[src/core/tcs_pkg.sv]
package tcs_pkg;
   localparam logic [15:0] TCS_T1_CLKSEL_ADDR = 16'hFF8C;
   localparam logic [15:0] TCS_T2_CLKSEL_ADDR = 16'hFF5B;
   localparam logic [15:0] TCS_T1_MODE_ADDR   = 16'hFF43;
   localparam logic [15:0] TCS_T2_MODE_ADDR   = 16'hFFA0;
   localparam logic [7:0]  TCS_RESET_VAL      = 8'h00;
   localparam int          TCS_CE_BIT         = 7;
   localparam int          TCS_MODE_BIT       = 6;
   localparam int          TCS_LVS_BIT        = 3;
   localparam int          TCS_LVR_BIT        = 2;
   localparam int          TCS_INV_BIT        = 1;
   localparam int          TCS_OE_BIT         = 0;
   localparam logic [7:0]  TCS_T1_LARGE_MASK  = 8'hCF;
   localparam logic [7:0]  TCS_T1_SMALL_MASK  = 8'h80;
   localparam logic [7:0]  TCS_T2_MASK        = 8'h80;
   localparam logic [7:0]  TCS_WO_MASK        = 8'h0C;
   localparam int          TCS_PRE_W          = 12;
   typedef enum logic [2:0] {
      TCS_SEL_FALL = 3'h0, TCS_SEL_RISE = 3'h1, TCS_SEL_DIV1 = 3'h2, TCS_SEL_DIV2 = 3'h3,
      TCS_SEL_DIV16 = 3'h4, TCS_SEL_DIV64 = 3'h5, TCS_SEL_DIV256 = 3'h6, TCS_SEL_TOP = 3'h7
   } tcs_sel_t;
   typedef struct packed {
      logic        wr;
      logic        bit_wr;
      logic [2:0]  bit_idx;
      logic [15:0] addr;
      logic [7:0]  wdata;
   } tcs_bus_t;
endpackage

[src/core/tcs_counter.sv]
`timescale 1ns/1ps
module tcs_counter
   import tcs_pkg::*;
(
   input  wire logic       mclk,
   input  wire logic       rst_n,
   input  wire logic       enable,
   input  wire logic       tick,
   output logic [7:0]      count
);
   typedef struct packed {
      logic [7:0] cnt;
   } tcs_cnt_state_t;
   tcs_cnt_state_t s_reg;
   tcs_cnt_state_t s_next;
   always_comb begin
      s_next = s_reg;
      if (!enable) begin
         s_next.cnt = 8'h00;
      end else if (tick) begin
         s_next.cnt = s_reg.cnt + 8'h01;
      end
   end
   always_ff @(posedge mclk or negedge rst_n) begin
      if (!rst_n) begin
         s_reg <= '0;
      end else begin
         s_reg <= s_next;
      end
   end
   assign count = s_reg.cnt;
endmodule

[src/core/tcs_top.sv]
`timescale 1ns/1ps
module tcs_top
   import tcs_pkg::*;
#(
   parameter bit LARGE_PKG = 1'b1
)(
   input  wire logic              mclk,
   input  wire logic              arst_n,
   input  tcs_pkg::tcs_bus_t      bus,
   input  wire logic [15:0]       rd_addr,
   input  wire logic              timer1_ext_clock_pin,
   input  wire logic              companion_timer_output,
   output logic [7:0]             rdata,
   output logic [7:0]             timer1_count,
   output logic [7:0]             timer2_count,
   output logic                   timer1_sel_invalid,
   output logic                   timer2_sel_invalid
);
   import tcs_pkg::*;
   typedef struct packed {
      logic [7:0]          t1_sel;
      logic [7:0]          t2_sel;
      logic [7:0]          t1_mode;
      logic [7:0]          t2_mode;
      logic [TCS_PRE_W-1:0] pre;
      logic                pin_q;
      logic                comp_q;
      logic                t1_tick;
      logic                t2_tick;
      logic [7:0]          rdata;
      logic                inv1;
      logic                inv2;
   } tcs_state_t;
   tcs_state_t s_reg;
   tcs_state_t s_next;
   logic [1:0]  rst_sync_reg;
   logic        rst_n;
   logic [7:0]  t1_mask;
   logic [TCS_PRE_W-1:0] pre_inc;
   logic        pin_rise;
   logic        pin_fall;
   logic        comp_rise;
   logic [7:0]  t1_cnt;
   logic [7:0]  t2_cnt;
   assign rst_n = rst_sync_reg[1];
   assign t1_mask = LARGE_PKG ? TCS_T1_LARGE_MASK : TCS_T1_SMALL_MASK;
   function automatic logic [7:0] wr_val(input logic [7:0] old, input tcs_bus_t b,
                                         input logic [7:0] mask);
      logic [7:0] v;
      v = old;
      if (b.bit_wr) begin
         v[b.bit_idx] = b.wdata[0];
      end else begin
         v = b.wdata;
      end
      return v & mask;
   endfunction
   function automatic logic pre_tick(input logic [2:0] code,
                                     input logic [TCS_PRE_W-1:0] nx,
                                     input logic [TCS_PRE_W-1:0] cur);
      logic [TCS_PRE_W-1:0] rise;
      rise = nx & ~cur;
      unique case (code)
         TCS_SEL_DIV1:   return 1'b1;
         TCS_SEL_DIV2:   return rise[0];
         TCS_SEL_DIV16:  return rise[3];
         TCS_SEL_DIV64:  return rise[5];
         TCS_SEL_DIV256: return rise[7];
         default:        return rise[11];
      endcase
   endfunction
   always_comb begin
      s_next = s_reg;
      // prescaler and pin edges
      pre_inc = s_reg.pre + {{(TCS_PRE_W-1){1'b0}}, 1'b1};
      s_next.pre = pre_inc;
      s_next.pin_q = timer1_ext_clock_pin;
      s_next.comp_q = companion_timer_output;
      pin_rise = timer1_ext_clock_pin && !s_reg.pin_q;
      pin_fall = !timer1_ext_clock_pin && s_reg.pin_q;
      comp_rise = companion_timer_output && !s_reg.comp_q;
      // register writes
      if (bus.wr) begin
         unique case (bus.addr)
            TCS_T1_CLKSEL_ADDR: s_next.t1_sel = wr_val(s_reg.t1_sel, bus, 8'h07);
            TCS_T2_CLKSEL_ADDR: s_next.t2_sel = wr_val(s_reg.t2_sel, bus, 8'h07);
            TCS_T1_MODE_ADDR:   s_next.t1_mode = wr_val(s_reg.t1_mode, bus, t1_mask);
            TCS_T2_MODE_ADDR:   s_next.t2_mode = wr_val(s_reg.t2_mode, bus, TCS_T2_MASK);
            default: ;
         endcase
      end
      // count clock selection
      unique case (s_reg.t1_sel[2:0])
         TCS_SEL_FALL: s_next.t1_tick = LARGE_PKG && pin_fall;
         TCS_SEL_RISE: s_next.t1_tick = LARGE_PKG && pin_rise;
         TCS_SEL_TOP:  s_next.t1_tick = comp_rise;
         default:      s_next.t1_tick = pre_tick(s_reg.t1_sel[2:0], pre_inc, s_reg.pre);
      endcase
      unique case (s_reg.t2_sel[2:0])
         TCS_SEL_FALL, TCS_SEL_RISE: s_next.t2_tick = 1'b0;
         default: s_next.t2_tick = pre_tick(s_reg.t2_sel[2:0], pre_inc, s_reg.pre);
      endcase
      s_next.inv1 = !LARGE_PKG && (s_reg.t1_sel[2:1] == 2'b00);
      s_next.inv2 = s_reg.t2_sel[2:1] == 2'b00;
      // read mux
      unique case (rd_addr)
         TCS_T1_CLKSEL_ADDR: s_next.rdata = s_reg.t1_sel;
         TCS_T2_CLKSEL_ADDR: s_next.rdata = s_reg.t2_sel;
         TCS_T1_MODE_ADDR:   s_next.rdata = s_reg.t1_mode & ~TCS_WO_MASK;
         TCS_T2_MODE_ADDR:   s_next.rdata = s_reg.t2_mode;
         default:            s_next.rdata = 8'h00;
      endcase
   end
   // reset synchroniser
   always_ff @(posedge mclk or negedge arst_n) begin
      if (!arst_n) begin
         rst_sync_reg <= 2'b00;
      end else begin
         rst_sync_reg <= {rst_sync_reg[0], 1'b1};
      end
   end
   always_ff @(posedge mclk or negedge rst_n) begin
      if (!rst_n) begin
         s_reg.t1_sel  <= TCS_RESET_VAL;
         s_reg.t2_sel  <= TCS_RESET_VAL;
         s_reg.t1_mode <= TCS_RESET_VAL;
         s_reg.t2_mode <= TCS_RESET_VAL;
         s_reg.pre     <= '0;
         s_reg.pin_q   <= 1'b0;
         s_reg.comp_q  <= 1'b0;
         s_reg.t1_tick <= 1'b0;
         s_reg.t2_tick <= 1'b0;
         s_reg.rdata   <= 8'h00;
         s_reg.inv1    <= 1'b0;
         s_reg.inv2    <= 1'b0;
      end else begin
         s_reg.t1_sel  <= s_next.t1_sel;
         s_reg.t2_sel  <= s_next.t2_sel;
         s_reg.t1_mode <= s_next.t1_mode;
         s_reg.t2_mode <= s_next.t2_mode;
         s_reg.pre     <= s_next.pre;
         s_reg.pin_q   <= s_next.pin_q;
         s_reg.comp_q  <= s_next.comp_q;
         s_reg.t1_tick <= s_next.t1_tick;
         s_reg.t2_tick <= s_next.t2_tick;
         s_reg.rdata   <= s_next.rdata;
         s_reg.inv1    <= s_next.inv1;
         s_reg.inv2    <= s_next.inv2;
      end
   end
   // counters
   tcs_counter u_cnt1 (
      .mclk   (mclk),
      .rst_n  (rst_n),
      .enable (s_reg.t1_mode[TCS_CE_BIT]),
      .tick   (s_reg.t1_tick),
      .count  (t1_cnt)
   );
   tcs_counter u_cnt2 (
      .mclk   (mclk),
      .rst_n  (rst_n),
      .enable (s_reg.t2_mode[TCS_CE_BIT]),
      .tick   (s_reg.t2_tick),
      .count  (t2_cnt)
   );
   assign rdata = s_reg.rdata;
   assign timer1_count = t1_cnt;
   assign timer2_count = t2_cnt;
   assign timer1_sel_invalid = s_reg.inv1;
   assign timer2_sel_invalid = s_reg.inv2;
   // checks
   if (TCS_PRE_W < 12) begin : g_pre_check
      $error("prescaler too narrow for the slowest tap");
   end
endmodule

[config.mk]
export PLATFORM = sky130hd
export DESIGN_NAME = tcs_top
export DESIGN_NICKNAME = d
export VERILOG_FILES = /design/src/core/tcs_pkg.sv /design/src/core/tcs_counter.sv /design/src/core/tcs_top.sv
export SDC_FILE = /design/constraint.sdc
export NUM_CORES = 1
export LEC_CHECK = 0
export BUFFER_PORTS_ARGS = -buffer_cell sky130_fd_sc_hd__buf_2
export CAP_MARGIN = 0
export CORE_MARGIN = 2
export CORE_UTILIZATION = 56
export DETAILED_ROUTE_END_ITERATION = 10
export PLACE_DENSITY = 0.95
export SYNTH_ARGS = -nofsm -noshare
export SYNTH_HDL_FRONTEND = slang
export SYNTH_HIERARCHICAL = 1
export SYNTH_SLANG_ARGS = --single-unit
[constraint.sdc]
create_clock -name mclk -period 4.25 [get_ports mclk]
set_input_delay 0.2125 -clock mclk [delete_from_list [all_inputs] [get_ports mclk]]
set_output_delay 0.2125 -clock mclk [all_outputs]
set_load 0.05 [all_outputs]
Word-level counts from Yosys, hierarchy flattened

Index checks and enable logic that the tools add are counted.

$add $sub $neg: 3
Bitwise gates (word level): 2
Eq/ne operators: 23
Reduce and logical (&&, ||, !) cells: 15
Order comparisons: 2
Mux-type cells: 19

Operators with widths:

| cell                  | number |
|---|---|
| $eq 16x16->1 const B  | 8 |
| $mux 8                | 6 |
| $bwmux 8              | 4 |
| $pmux 8 s4            | 1 |
| $eq 3x3->1 const B    | 7 |
| $add 8x1->8 const B   | 2 |
| $add 12x1->12 const B | 1 |
| $and 12x12->12        | 1 |
| $eq 3x2->1 const B    | 4 |
| $not 12->12           | 1 |
| $pmux 1 s5            | 2 |
| $reduce_and 2->1      | 4 |
| $eq 3x1->1 const B    | 2 |
| $logic_not 3->1       | 2 |
| $mux 3                | 2 |
| $logic_and 1x1->1     | 4 |
| $lt 3x4->1 const B    | 1 |
| $ne 2x2->1 const B    | 2 |
| $demux 1 s3           | 1 |
| $ge 3x1->1 const B    | 1 |
| $logic_not 1->1       | 3 |
| $pmux 1 s3            | 1 |
| $logic_not 2->1       | 1 |
| $mux 1                | 2 |
| $reduce_or 2->1       | 1 |

Bits in registers: 56
Word-level logic and storage cells: 78
Input bits: 49

Logic depth before layout (Yosys ltp)

Gate-level depths: netlist (run 1).

Depth in word-level cells: 6
Gate-level depth with buffers: 6

Hierarchy

Netlist (run 1), hierarchy kept.

Modules (own cells, without submodules):

| module      | cells each | sequential area each (µm²) | area each (µm²) | instances |
|---|---|---|---|---|
| tcs_top     | 181        | 875.8                      | 1,881.8         | 1 |
| tcs_counter | 37         | 200.2                      | 395.4           | 2 |

Worst setup path after synthesis (run 1)

OpenSTA, ideal clock, no wires.

Kind: register to register
Start point: register u_cnt1.s_reg (netlist bit u_cnt1/count[0])
End point: register u_cnt1.s_reg (netlist bit u_cnt1/count[6])
Data arrival time: 1,458 ps
Slack: 2,714 ps
Stages on the path, launching flop included: 5
Period minus slack after synthesis: 1,536 ps
Cell sequence: dfrtp_1 ha_1 nand2_1 or3_1 a21boi_1

Cells in the longest elaborated chain, start to end: 3

Ends and longest elaborated chain:

| what                   | RTL line          | source |
|---|---|---|
| start, declared        | tcs_counter.sv:14 | `tcs_cnt_state_t s_reg;` |
| start signal, assigned | tcs_counter.sv:28 | `s_reg <= s_next;` |
| $add 8x1->8            | tcs_counter.sv:21 | `s_next.cnt = s_reg.cnt + 8'h01;` |
| $mux 8                 | tcs_counter.sv:20 | `end else if (tick) begin` |
| $mux 8                 | tcs_counter.sv:18 | `if (!enable) begin` |

No other way between the ends. The select of a mux whose other input is x is not followed.
A chain may end at the register's enable or synchronous reset.

==> run_results.csv, run 1 <==
group,metric,value,unit
run_status,status,"complete, no violations",
route,drt_iter0_drc,86,
clock_tree,cts.path.max_buffers,2,
worst_setup_path,crit_chain,"nand3_1, nor2_1, ha_1, mux4_2, nor2_1, nor2_1",
place,dp_hpwl,4.07,mm
pwr,power.density,266,mW/mm^2
logic_synthesis,synthTopCellsByCount,"dfrtp_1, nand2_1, inv_1",
logic_synthesis,yosys-top-cells-area,"dfrtp_1, nand4_1, ha_1",
cells_and_area,diodes,0,
route,dr.pass1.iters,4,
route,vias_per_cell,5.59,
logic_synthesis,synth_top_flop_cell,"dfrtp_1",
run,drv_cap,0,
sta,rsz0062_at_grt,"no",
place,io_buffers,67,
logic_synthesis,synth_xor_area_share,4.59,%
worst_setup_path,ff2ff_path_depth,6,
route,routed_wl,5.34,mm
cells_and_area,area_growth,15.9,%
route,wl_met3,251,um
cells_and_area,final_cell_area,0.00310,mm^2
logic_synthesis,synth_edf_count,0,
worst_setup_path,cp_common_cell,"nor2_1",
route,highest_layer,"met4",
logic_synthesis,synthAdderAreaFrac,3.28,%
route,wl_met2,2.77,mm
clock_tree,cts_resized,0,
clock_tree,cts_made_buffers,5,
route,post_drt_wl_per_cell,14.2,um
sta,clock_skew,0.00924,ns
sta,tightest_slew,1.01,ns
clock_tree,clk_pin_slew,0.09,ns
worst_setup_path,arrival,1.84,ns
floorplanning,start_util,57.3,%
route,vias,2100,
logic_synthesis,seq_area_frac_synth,47.8,%
floorplanning,dieArea,0.00534,mm^2
worst_setup_path,critPathMaxFanout,5,
worst_setup_path,r2r_end,"s_reg[11]",
logic_synthesis,ys_types,51,
sta,setup_tns,0,ns
logic_synthesis,yosysWarnings,6,
floorplanning,core-area,0.00466,mm^2
sta,slew_violations,0,
worst_setup_path,required,4.45,ns
worst_setup_path,cp_slowest_stage_delay,0.46,ns
logic_synthesis,async_reset_ff_share,100,%
floorplanning,die_w,73.1,um
logic_synthesis,synthCells,255,
logic_synthesis,yosys.area.top_type_share,47.8,%
logic_synthesis,synth_top_family_by_area,"simple AND/OR/NAND/NOR gates",
clock_tree,cts_tree,"built",
floorplanning,io-pin-count,75,
worst_setup_path,startpoint_type,"flip-flop",
logic_synthesis,synth_compound_area_share,8.01,%
logic_synthesis,avgSynthCellArea,10.5,um^2
place,place_area,0.00300,mm^2
pwr,irDropWorstVdd,134,uV
global_routing,grt_pass1_vias,2132,
sta,min_period_over_period,38.7,%
global_routing,grt_overflow,0,
place,gp_congestion,0.858,
logic_synthesis,synth_top_cell_by_area,"dfrtp_1",
global_routing,grt_max_degree,50,
logic_synthesis,synthMuxAreaShare,6.46,%
worst_setup_path,worstReg2RegStart,"s_reg[14]",
cells_and_area,drive_gt1_share,28.0,%
clock_tree,htree_levels,2,
global_routing,grt_usage,22.2,%
logic_synthesis,netlist_area,0.00267,mm^2
worst_hold_path,hold_path.class,"input port to flip-flop",
sta,setup_viol,0,
worst_setup_path,crit_type,"flip-flop to flip-flop",
worst_hold_path,whs_endpoint,"s_reg[12]",
pwr,p_leak,0.00150,uW
sta,max_freq,609,MHz
global_routing,grt_pass1_wl,9.20,mm
logic_synthesis,synth-simple-area-share,24.2,%
logic_synthesis,synth.most_common_cell,"dfrtp_1",
floorplanning,die_h,73.1,um
sta,fin_crit,1.64,ns
clock_tree,worstSkewPairLatency,0.31,ns
worst_setup_path,critical-path-slowest-cell,"mux4_2",
sta,maxSlewHeadroom,32.4,%
sta,finalHoldViolations,0,
clock_tree,cts.sinks,51,
route,ant_nets,0,
cells_and_area,final_nets,377,
worst_hold_path,hold_start,"companion_timer_output",
clock_tree,root_buffer,"clkbuf_8",
logic_synthesis,ys_seq_elements,51,
global_routing,antenna_found_initial,0,
route,drc,0,
floorplanning,num_rows,25,
worst_setup_path,setup.worst_path.end_class,"flip-flop",
worst_setup_path,r2r_slack,2.61,ns
worst_hold_path,min_path_cells,1,
route,met1_length,2.26,mm
cells_and_area,largest_reg_flops,27,
## through the flow
| stage | total power, uW | setup slack, ns | hold WS, ns | cells | utilization, % |
|---|---|---|---|---|---|
| 4_1_cts | 832 | 2.60 | 0.00694 | 376 | 66.5 |
| 5_1_grt | 853 | 2.48 | 0.0163 | 376 | 66.5 |
| 2_1_floorplan | 529 | 2.71 | -0.0831 | 258 | - |
| 6_report | 824 | 2.61 | 0.0147 | 376 | 66.5 |
| 3_5_place_dp | 557 | 2.61 | -0.000753 | 367 | 64.4 |
| 3_3_place_gp | 556 | 2.66 | -0.00199 | 367 | 64.4 |
## power breakdown
part | internal (uW) | switching (uW)
clock network | 116 | 159
registers | 487 | 8.82
logic | 23.0 | 30.0
total | 626 | 198
## metal layers
metal	track usage [%]	vias to the layer above
met4	6.79	0
met2	39.6	61
met1	26.6	1001
met5	0	-
met3	4.83	6
li1	-	1032
## worst max path at each step
stage                    startpoint         endpoint  depth (start not counted)
floorplan           u_cnt1/count[0]  u_cnt1/count[6]                          4
global placement          s_reg[14]        s_reg[11]                          6
detailed placement          bus[10]        s_reg[41]                          5
CTS                       s_reg[14]        s_reg[11]                          6
global route              s_reg[14]        s_reg[11]                          6
finish                    s_reg[14]        s_reg[11]                          6
## cell families (layout without fill, tap and decap cells)
group	after synthesis	after routing
simple gates	107	107
flops	51	51
compound gates	31	31
buf+inv	28	92
mux	15	15
xor+xnor	14	14
fa+ha+maj	7	7
other cells	2	5
## worst max-delay path, delay by kind of cell (launching register included)
family        cells  cell delay, ns
flops             1            0.43
simple gates      4            0.44
mux               1            0.46
fa+ha+maj         1            0.20
## area by class of cell
cell class              count  area [um^2]
clock buffers               6         72.6
clock inverters             2         13.8
repair buffers             68          345
flip-flops and latches     51         1280
multi-input cells         179         1260
fillers                   350         1560
inverters                  16         60.1
well taps                  54         67.6
## cell usage in the layout, fill, tap and decap left out, drive strengths merged, types with 2 or more instances in the layout
cell type	Yosys	routed
a211o	2	2
a211oi	3	3
a21boi	5	5
a21oi	2	2
a22oi	2	2
and2	8	8
and4	3	3
buf	12	67
clkbuf	0	6
clkinv	0	2
conb	2	5
dfrtp	51	51
ha	7	7
inv	16	16
mux2	8	8
mux2i	6	6
nand2	18	18
nand2b	4	4
nand3	12	12
nand4	16	16
nor2	11	11
nor2b	5	5
nor3	12	12
nor3b	3	3
o211ai	2	2
o21ai	10	10
or3	4	4
xnor2	10	10
xor2	4	4
## what timing repair did
item	in CTS	in global routing
hold endpoints to repair	2	0
hold buffers	1	0
buffers inserted	0	0
Note: power is estimated with default switching activity, not from simulation.
==> run 2, diff against run 1 <==
--- a/config.mk
+++ b/config.mk
@@ -8,9 +8,9 @@
 export BUFFER_PORTS_ARGS = -buffer_cell sky130_fd_sc_hd__buf_2
 export CAP_MARGIN = 0
 export CORE_MARGIN = 2
-export CORE_UTILIZATION = 56
+export CORE_UTILIZATION = 47
 export DETAILED_ROUTE_END_ITERATION = 10
-export PLACE_DENSITY = 0.95
+export PLACE_DENSITY = 0.86
 export SYNTH_ARGS = -nofsm -noshare
 export SYNTH_HDL_FRONTEND = slang
 export SYNTH_HIERARCHICAL = 1
==> constraint.sdc (replaced) <==
create_clock -name mclk -period 1.4 [get_ports mclk]
set_input_delay 0.07 -clock mclk [delete_from_list [all_inputs] [get_ports mclk]]
set_output_delay 0.07 -clock mclk [all_outputs]
set_load 0.05 [all_outputs]
==> run 2 against run 1 <==
The flow now finishes with violations (setup timing); largest power group unchanged; critical path depth unchanged; worst setup slack lost 2.8 ns; clock skew increased by 0.0013 ns; count of clock-buffer cells in the layout up 1; cell area grew 7.2%; die area rose by 18%; total power increased to 3.2 times the previous value; first-iteration DRC count shrank 40%.
==> run_results.csv, run 2 (synthesized netlist as in run 1, its figures left out) <==
group,metric,value,unit
sta,rsz0062_at_grt,"yes",
pwr,power_frac_seq,55.7,%
clock_tree,cts.sinks,51,
pwr,p_leak,0.00157,uW
clock_tree,clk_pin_slew,0.09,ns
cells_and_area,final_nets,394,
worst_setup_path,cp_slowest_stage_delay,0.39,ns
cells_and_area,drive_gt1_share,34.5,%
place,io_buffers,67,
place,dp_hpwl,4.55,mm
floorplanning,start_util,48.5,%
cells_and_area,layout_commonest_cell,"buf_2",
cells_and_area,largest_reg_flops,27,
pwr,netSwitchingPower,576,uW
floorplanning,die_h,79.4,um
route,vias_per_cell,5.41,
route,dr.pass1.iters,4,
clock_tree,cts_tree,"built",
global_routing,grt_max_degree,23,
clock_tree,cts_made_buffers,5,
sta,fin_crit,1.54,ns
floorplanning,die_w,79.4,um
pwr,swShare,21.5,%
clock_tree,root_buffer,"clkbuf_8",
route,vias,2225,
place,gp_congestion,0.873,
run,drv_cap,0,
sta,maxSlewHeadroom,58.6,%
global_routing,antenna_found_initial,0,
worst_setup_path,critical-path-slowest-cell,"dfrtp_1",
sta,clock_skew,0.0105,ns
worst_setup_path,startpoint_type,"flip-flop",
global_routing,grt_pass1_vias,2216,
floorplanning,dieArea,0.00631,mm^2
global_routing,grt_use_met2,34.7,%
global_routing,use_met3,4.30,%
global_routing,grt_overflow,0,
sta,setup_ws,-0.144,ns
worst_setup_path,critPathMaxFanout,3,
pwr,power_frac_comb,7.3,%
pwr,internal_power,2100,uW
floorplanning,num_rows,27,
run_status,violations,"setup timing",
route,ant_nets,0,
global_routing,gr-usage-met1,24.0,%
sta,finalHoldViolations,0,
floorplanning,core-area,0.00551,mm^2
sta,tightest_slew,0.605,ns
global_routing,top_usage_layer,"met2",
worst_setup_path,setup.worst_path.end_class,"flip-flop",
global_routing,grt_pass1_wl,9.93,mm
pwr,irDropWorstVdd,357,uV
pwr,power_frac_clock,37.0,%
route,drt_iter0_drc,52,
place,pre_cts_ws,-0.150,ns
clock_tree,cts.path.max_buffers,2,
worst_setup_path,arrival,1.74,ns
cells_and_area,diodes,0,
worst_hold_path,hold_path.class,"input port to async pin",
sta,slew_violations,0,
cells_and_area,final_cell_area,0.00332,mm^2
sta,min_period_over_period,110,%
route,post_drt_wl_per_cell,14.4,um
clock_tree,worstSkewPairLatency,0.30,ns
run_status,status,"finished, violations left",
cells_and_area,final_cell_mix,"buf_2, dfrtp_1, nand2_1",
worst_setup_path,crit_chain,"nand4_1, buf_4, nor3_2, ha_2, mux2i_1, a311oi_1",
route,routed_wl,5.93,mm
sta,max_freq,648,MHz
pwr,power.density,805,mW/mm^2
floorplanning,io-pin-count,75,
clock_tree,htree_levels,2,
worst_setup_path,crit_type,"flip-flop to flip-flop",
worst_setup_path,required,1.60,ns
global_routing,grt_usage,19.9,%
sta,setup_viol,2,
cells_and_area,area_growth,24.3,%
place,place_area,0.00314,mm^2
route,drc,0,
pwr,finalPower,2670,uW
==> run 2: metal layers <==
metal  wire (um)  share of wire (%)
met1        2520                 43
met3         321                5.4
met4          93                1.6
met5           0                  0
met2        2990                 50
==> run 2: cell type report <==
cell class	count	area (um^2)
Multi-Input combinational cell	179	1290
Timing Repair Buffer	85	490
Clock inverter	1	30.0
Clock buffer	7	76.3
Sequential cell	51	1280
Tap cell	72	90.1
Inverter	16	60.1
Fill cell	475	2190
==> run 2: through the flow <==
| step | instances | setup TNS, ns | util [%] | hold WS (ns) |
|---|---|---|---|---|
| 3_5_place_dp | 398 | -0.351 | 57.1 | -0.143 |
| 2_1_floorplan | 258 | -0.0483 | - | -0.226 |
| 3_3_place_gp | 398 | -0.0496 | 57.1 | -0.144 |
| 5_1_grt | 411 | -0.462 | 60.3 | 0.0763 |
| 4_1_cts | 411 | -0.199 | 60.1 | 0.0525 |
| 6_report | 411 | -0.245 | 60.3 | 0.0638 |
==> run 2: worst paths after layout <==
path                                 start         endpoint  slack (ns)  cells after the start
setup reg to reg                 s_reg[18]        s_reg[10]       -0.14                      6
setup / recovery                 s_reg[18]        s_reg[10]       -0.14                      6
max in group asynchronous  rst_sync_reg[1]        s_reg[22]        0.68                      1
hold reg to reg            rst_sync_reg[1]  u_cnt2/count[5]        0.21                      0
hold / removal                      arst_n  rst_sync_reg[1]        0.06                      2
min in group mclk                   bus[6]        s_reg[40]        0.10                      4
==> run 2: worst max-delay path: cells and delay by family, from the launching register on <==
family / cells / cell delay (ns)
AO/OA/AOI/OAI: 1 / 0.32
AND/OR/NAND/NOR: 2 / 0.30
multiplexers: 1 / 0.07
flip-flops: 1 / 0.39
adder cells (fa/ha/maj): 1 / 0.19
buffers and inverters: 1 / 0.17
==> run 2: what timing repair did <==
item | 4_1_cts | 5_1_grt
gates resized for setup | 4 | 4
buffers inserted | 2 | 0
hold buffers | 3 | 0
endpoints found under the hold margin | 4 | 0
setup endpoints to repair | 2 | 5
pin swaps | 1 | 1
==> run 2: power groups by stage <==
stage | Clock (uW) | Combinational [uW] | Sequential, uW
floorplan | 0 | 77.2 | 1530
global placement | 0 | 184 | 1520
detailed placement | 0 | 190 | 1520
CTS | 1020 | 197 | 1490
global route | 1080 | 214 | 1490
finish | 989 | 195 | 1490
==> run 3, diff against run 2 <==
--- a/config.mk
+++ b/config.mk
@@ -10,7 +10,7 @@
 export CORE_MARGIN = 2
 export CORE_UTILIZATION = 47
 export DETAILED_ROUTE_END_ITERATION = 10
-export PLACE_DENSITY = 0.86
+export PLACE_DENSITY_LB_ADDON = 0.05
 export SYNTH_ARGS = -nofsm -noshare
 export SYNTH_HDL_FRONTEND = slang
 export SYNTH_HIERARCHICAL = 1
==> run 3 against run 2 <==
The run still ends with setup timing left; clock skew hardly changed; worst setup slack better by 0.030 ns; cell area is 0.56% lower; largest cell class is now registers; count of clock-buffer cells in the layout stayed put; die area stayed put.
==> run_results.csv, run 3 (synthesized netlist as in run 1, its figures left out) <==
group,metric,value,unit
worst_setup_path,arrival,1.70,ns
route,drt_iter0_drc,95,
global_routing,grt_use_met2,30.9,%
global_routing,use_met3,4.07,%
clock_tree,worstSkewPairLatency,0.31,ns
clock_tree,root_buffer,"clkbuf_8",
cells_and_area,final_cell_area,0.00330,mm^2
sta,fin_crit,1.51,ns
pwr,internal_power,1970,uW
route,post_drt_wl_per_cell,13.2,um
global_routing,top_usage_layer,"met2",
pwr,irDropWorstVdd,493,uV
sta,setup_ws,-0.114,ns
run,drv_cap,0,
floorplanning,die_w,79.4,um
clock_tree,cts_made_buffers,5,
sta,finalHoldViolations,0,
floorplanning,core-area,0.00551,mm^2
worst_setup_path,setup.worst_path.end_class,"flip-flop",
pwr,power.density,777,mW/mm^2
place,gp_congestion,0.777,
cells_and_area,drive_gt1_share,34.0,%
global_routing,grt_overflow,0,
worst_setup_path,required,1.59,ns
floorplanning,io-pin-count,75,
sta,clock_skew,0.0101,ns
floorplanning,start_util,48.5,%
worst_setup_path,crit_type,"flip-flop to flip-flop",
route,vias,2155,
global_routing,gr-usage-met1,25.0,%
floorplanning,num_rows,27,
cells_and_area,layout_commonest_cell,"buf_2",
global_routing,grt_pass1_wl,9.42,mm
pwr,p_leak,0.00159,uW
pwr,netSwitchingPower,599,uW
global_routing,antenna_found_initial,0,
clock_tree,cts.path.max_buffers,2,
pwr,power_frac_clock,34.5,%
cells_and_area,area_growth,23.5,%
route,vias_per_cell,5.22,
run_status,violations,"setup timing",
global_routing,grt_pass1_vias,2131,
clock_tree,cts_tree,"built",
route,dr.pass1.iters,4,
pwr,swShare,23.4,%
pwr,power_frac_seq,57.7,%
sta,setup_tns,-0.143,ns
route,drc,0,
place,dp_hpwl,4.15,mm
place,place_area,0.00315,mm^2
cells_and_area,largest_reg_flops,27,
sta,max_freq,660,MHz
sta,rsz0062_at_grt,"yes",
cells_and_area,final_nets,396,
pwr,power_frac_comb,7.8,%
floorplanning,dieArea,0.00631,mm^2
clock_tree,clk_pin_slew,0.09,ns
run_status,status,"finished, violations left",
route,routed_wl,5.47,mm
worst_setup_path,startpoint_type,"flip-flop",
clock_tree,cts.sinks,51,
global_routing,grt_max_degree,31,
sta,min_period_over_period,108,%
cells_and_area,diodes,0,
place,io_buffers,67,
clock_tree,htree_levels,2,
route,ant_nets,0,
worst_setup_path,critPathMaxFanout,3,
sta,slew_violations,0,
cells_and_area,final_cell_mix,"buf_2, dfrtp_1, nand2_1, buf_4, inv_1",
floorplanning,die_h,79.4,um
sta,setup_viol,2,
global_routing,grt_usage,19.0,%
sta,whs,0.0605,ns
cells_and_area,final_core_util,60.0,%
worst_hold_path,hold_path.class,"input port to async pin",
[run 3: changes by cell type in the layout (fill, tap and decap cells not counted), sizes merged]
cell and change:
buf +2, bufinv -1, clkinv +1
[run 3: final timing paths]
kind	slack [ns]	cells past startpoint	end	start
max	-0.11	6	s_reg[11]	s_reg[18]
min	0.06	2	rst_sync_reg[1]	arst_n
max reg2reg	-0.11	6	s_reg[11]	s_reg[18]
min reg2reg	0.23	1	s_reg[12]	rst_sync_reg[1]
max in group asynchronous	0.81	1	u_cnt2/count[1]	rst_sync_reg[1]
min in group mclk	0.11	3	rdata[7]	rd_addr[3]
[run 3: worst max-delay path: stages (launching register included)]
cell     delay (ns)
dfrtp_1        0.41
nand4_1        0.15
nor2_2         0.07
ha_2           0.17
mux4_2         0.46
nor2_2         0.09
nor2_1         0.05
[run 3: layer usage]
layer,up-vias,share of wire [%]
met2,63,46
met5,-,0
met4,0,1.8
met3,9,4.9
met1,1012,47
li1,1071,-
[run 3: area by class of cell]
class,instances,area (um^2)
Timing Repair Buffer,87,493
Multi-Input combinational cell,179,1280
Clock buffer,7,86.3
Fill cell,504,2200
Inverter,16,60.1
Clock inverter,1,8.76
Tap cell,72,90.1
Sequential cell,51,1280
[run 3: timing repair]
item	CTS	global route
setup buffers	3	1
hold buffers	3	0
endpoints found under the setup margin	2	4
gates resized for setup	4	1
pin swaps	3	5
hold endpoints to repair	4	0
[run 3: metrics by stage]
stage | std cells | worst slack (ns) | total power [uW]
finish | 413 | -0.114 | 2560
global route | 413 | -0.177 | 2690
CTS | 414 | -0.131 | 2600
detailed placement | 400 | -0.144 | 1700
global placement | 400 | -0.0870 | 1700
floorplan | 258 | -0.0483 | 1610
[run 3: power by group through the flow]
stage	sequential, uW	combinational (uW)	clock, uW
finish	1480	199	885
global route	1480	221	988
CTS	1480	202	918
detailed placement	1510	195	0
global placement	1510	193	0
floorplan	1530	77.2	0
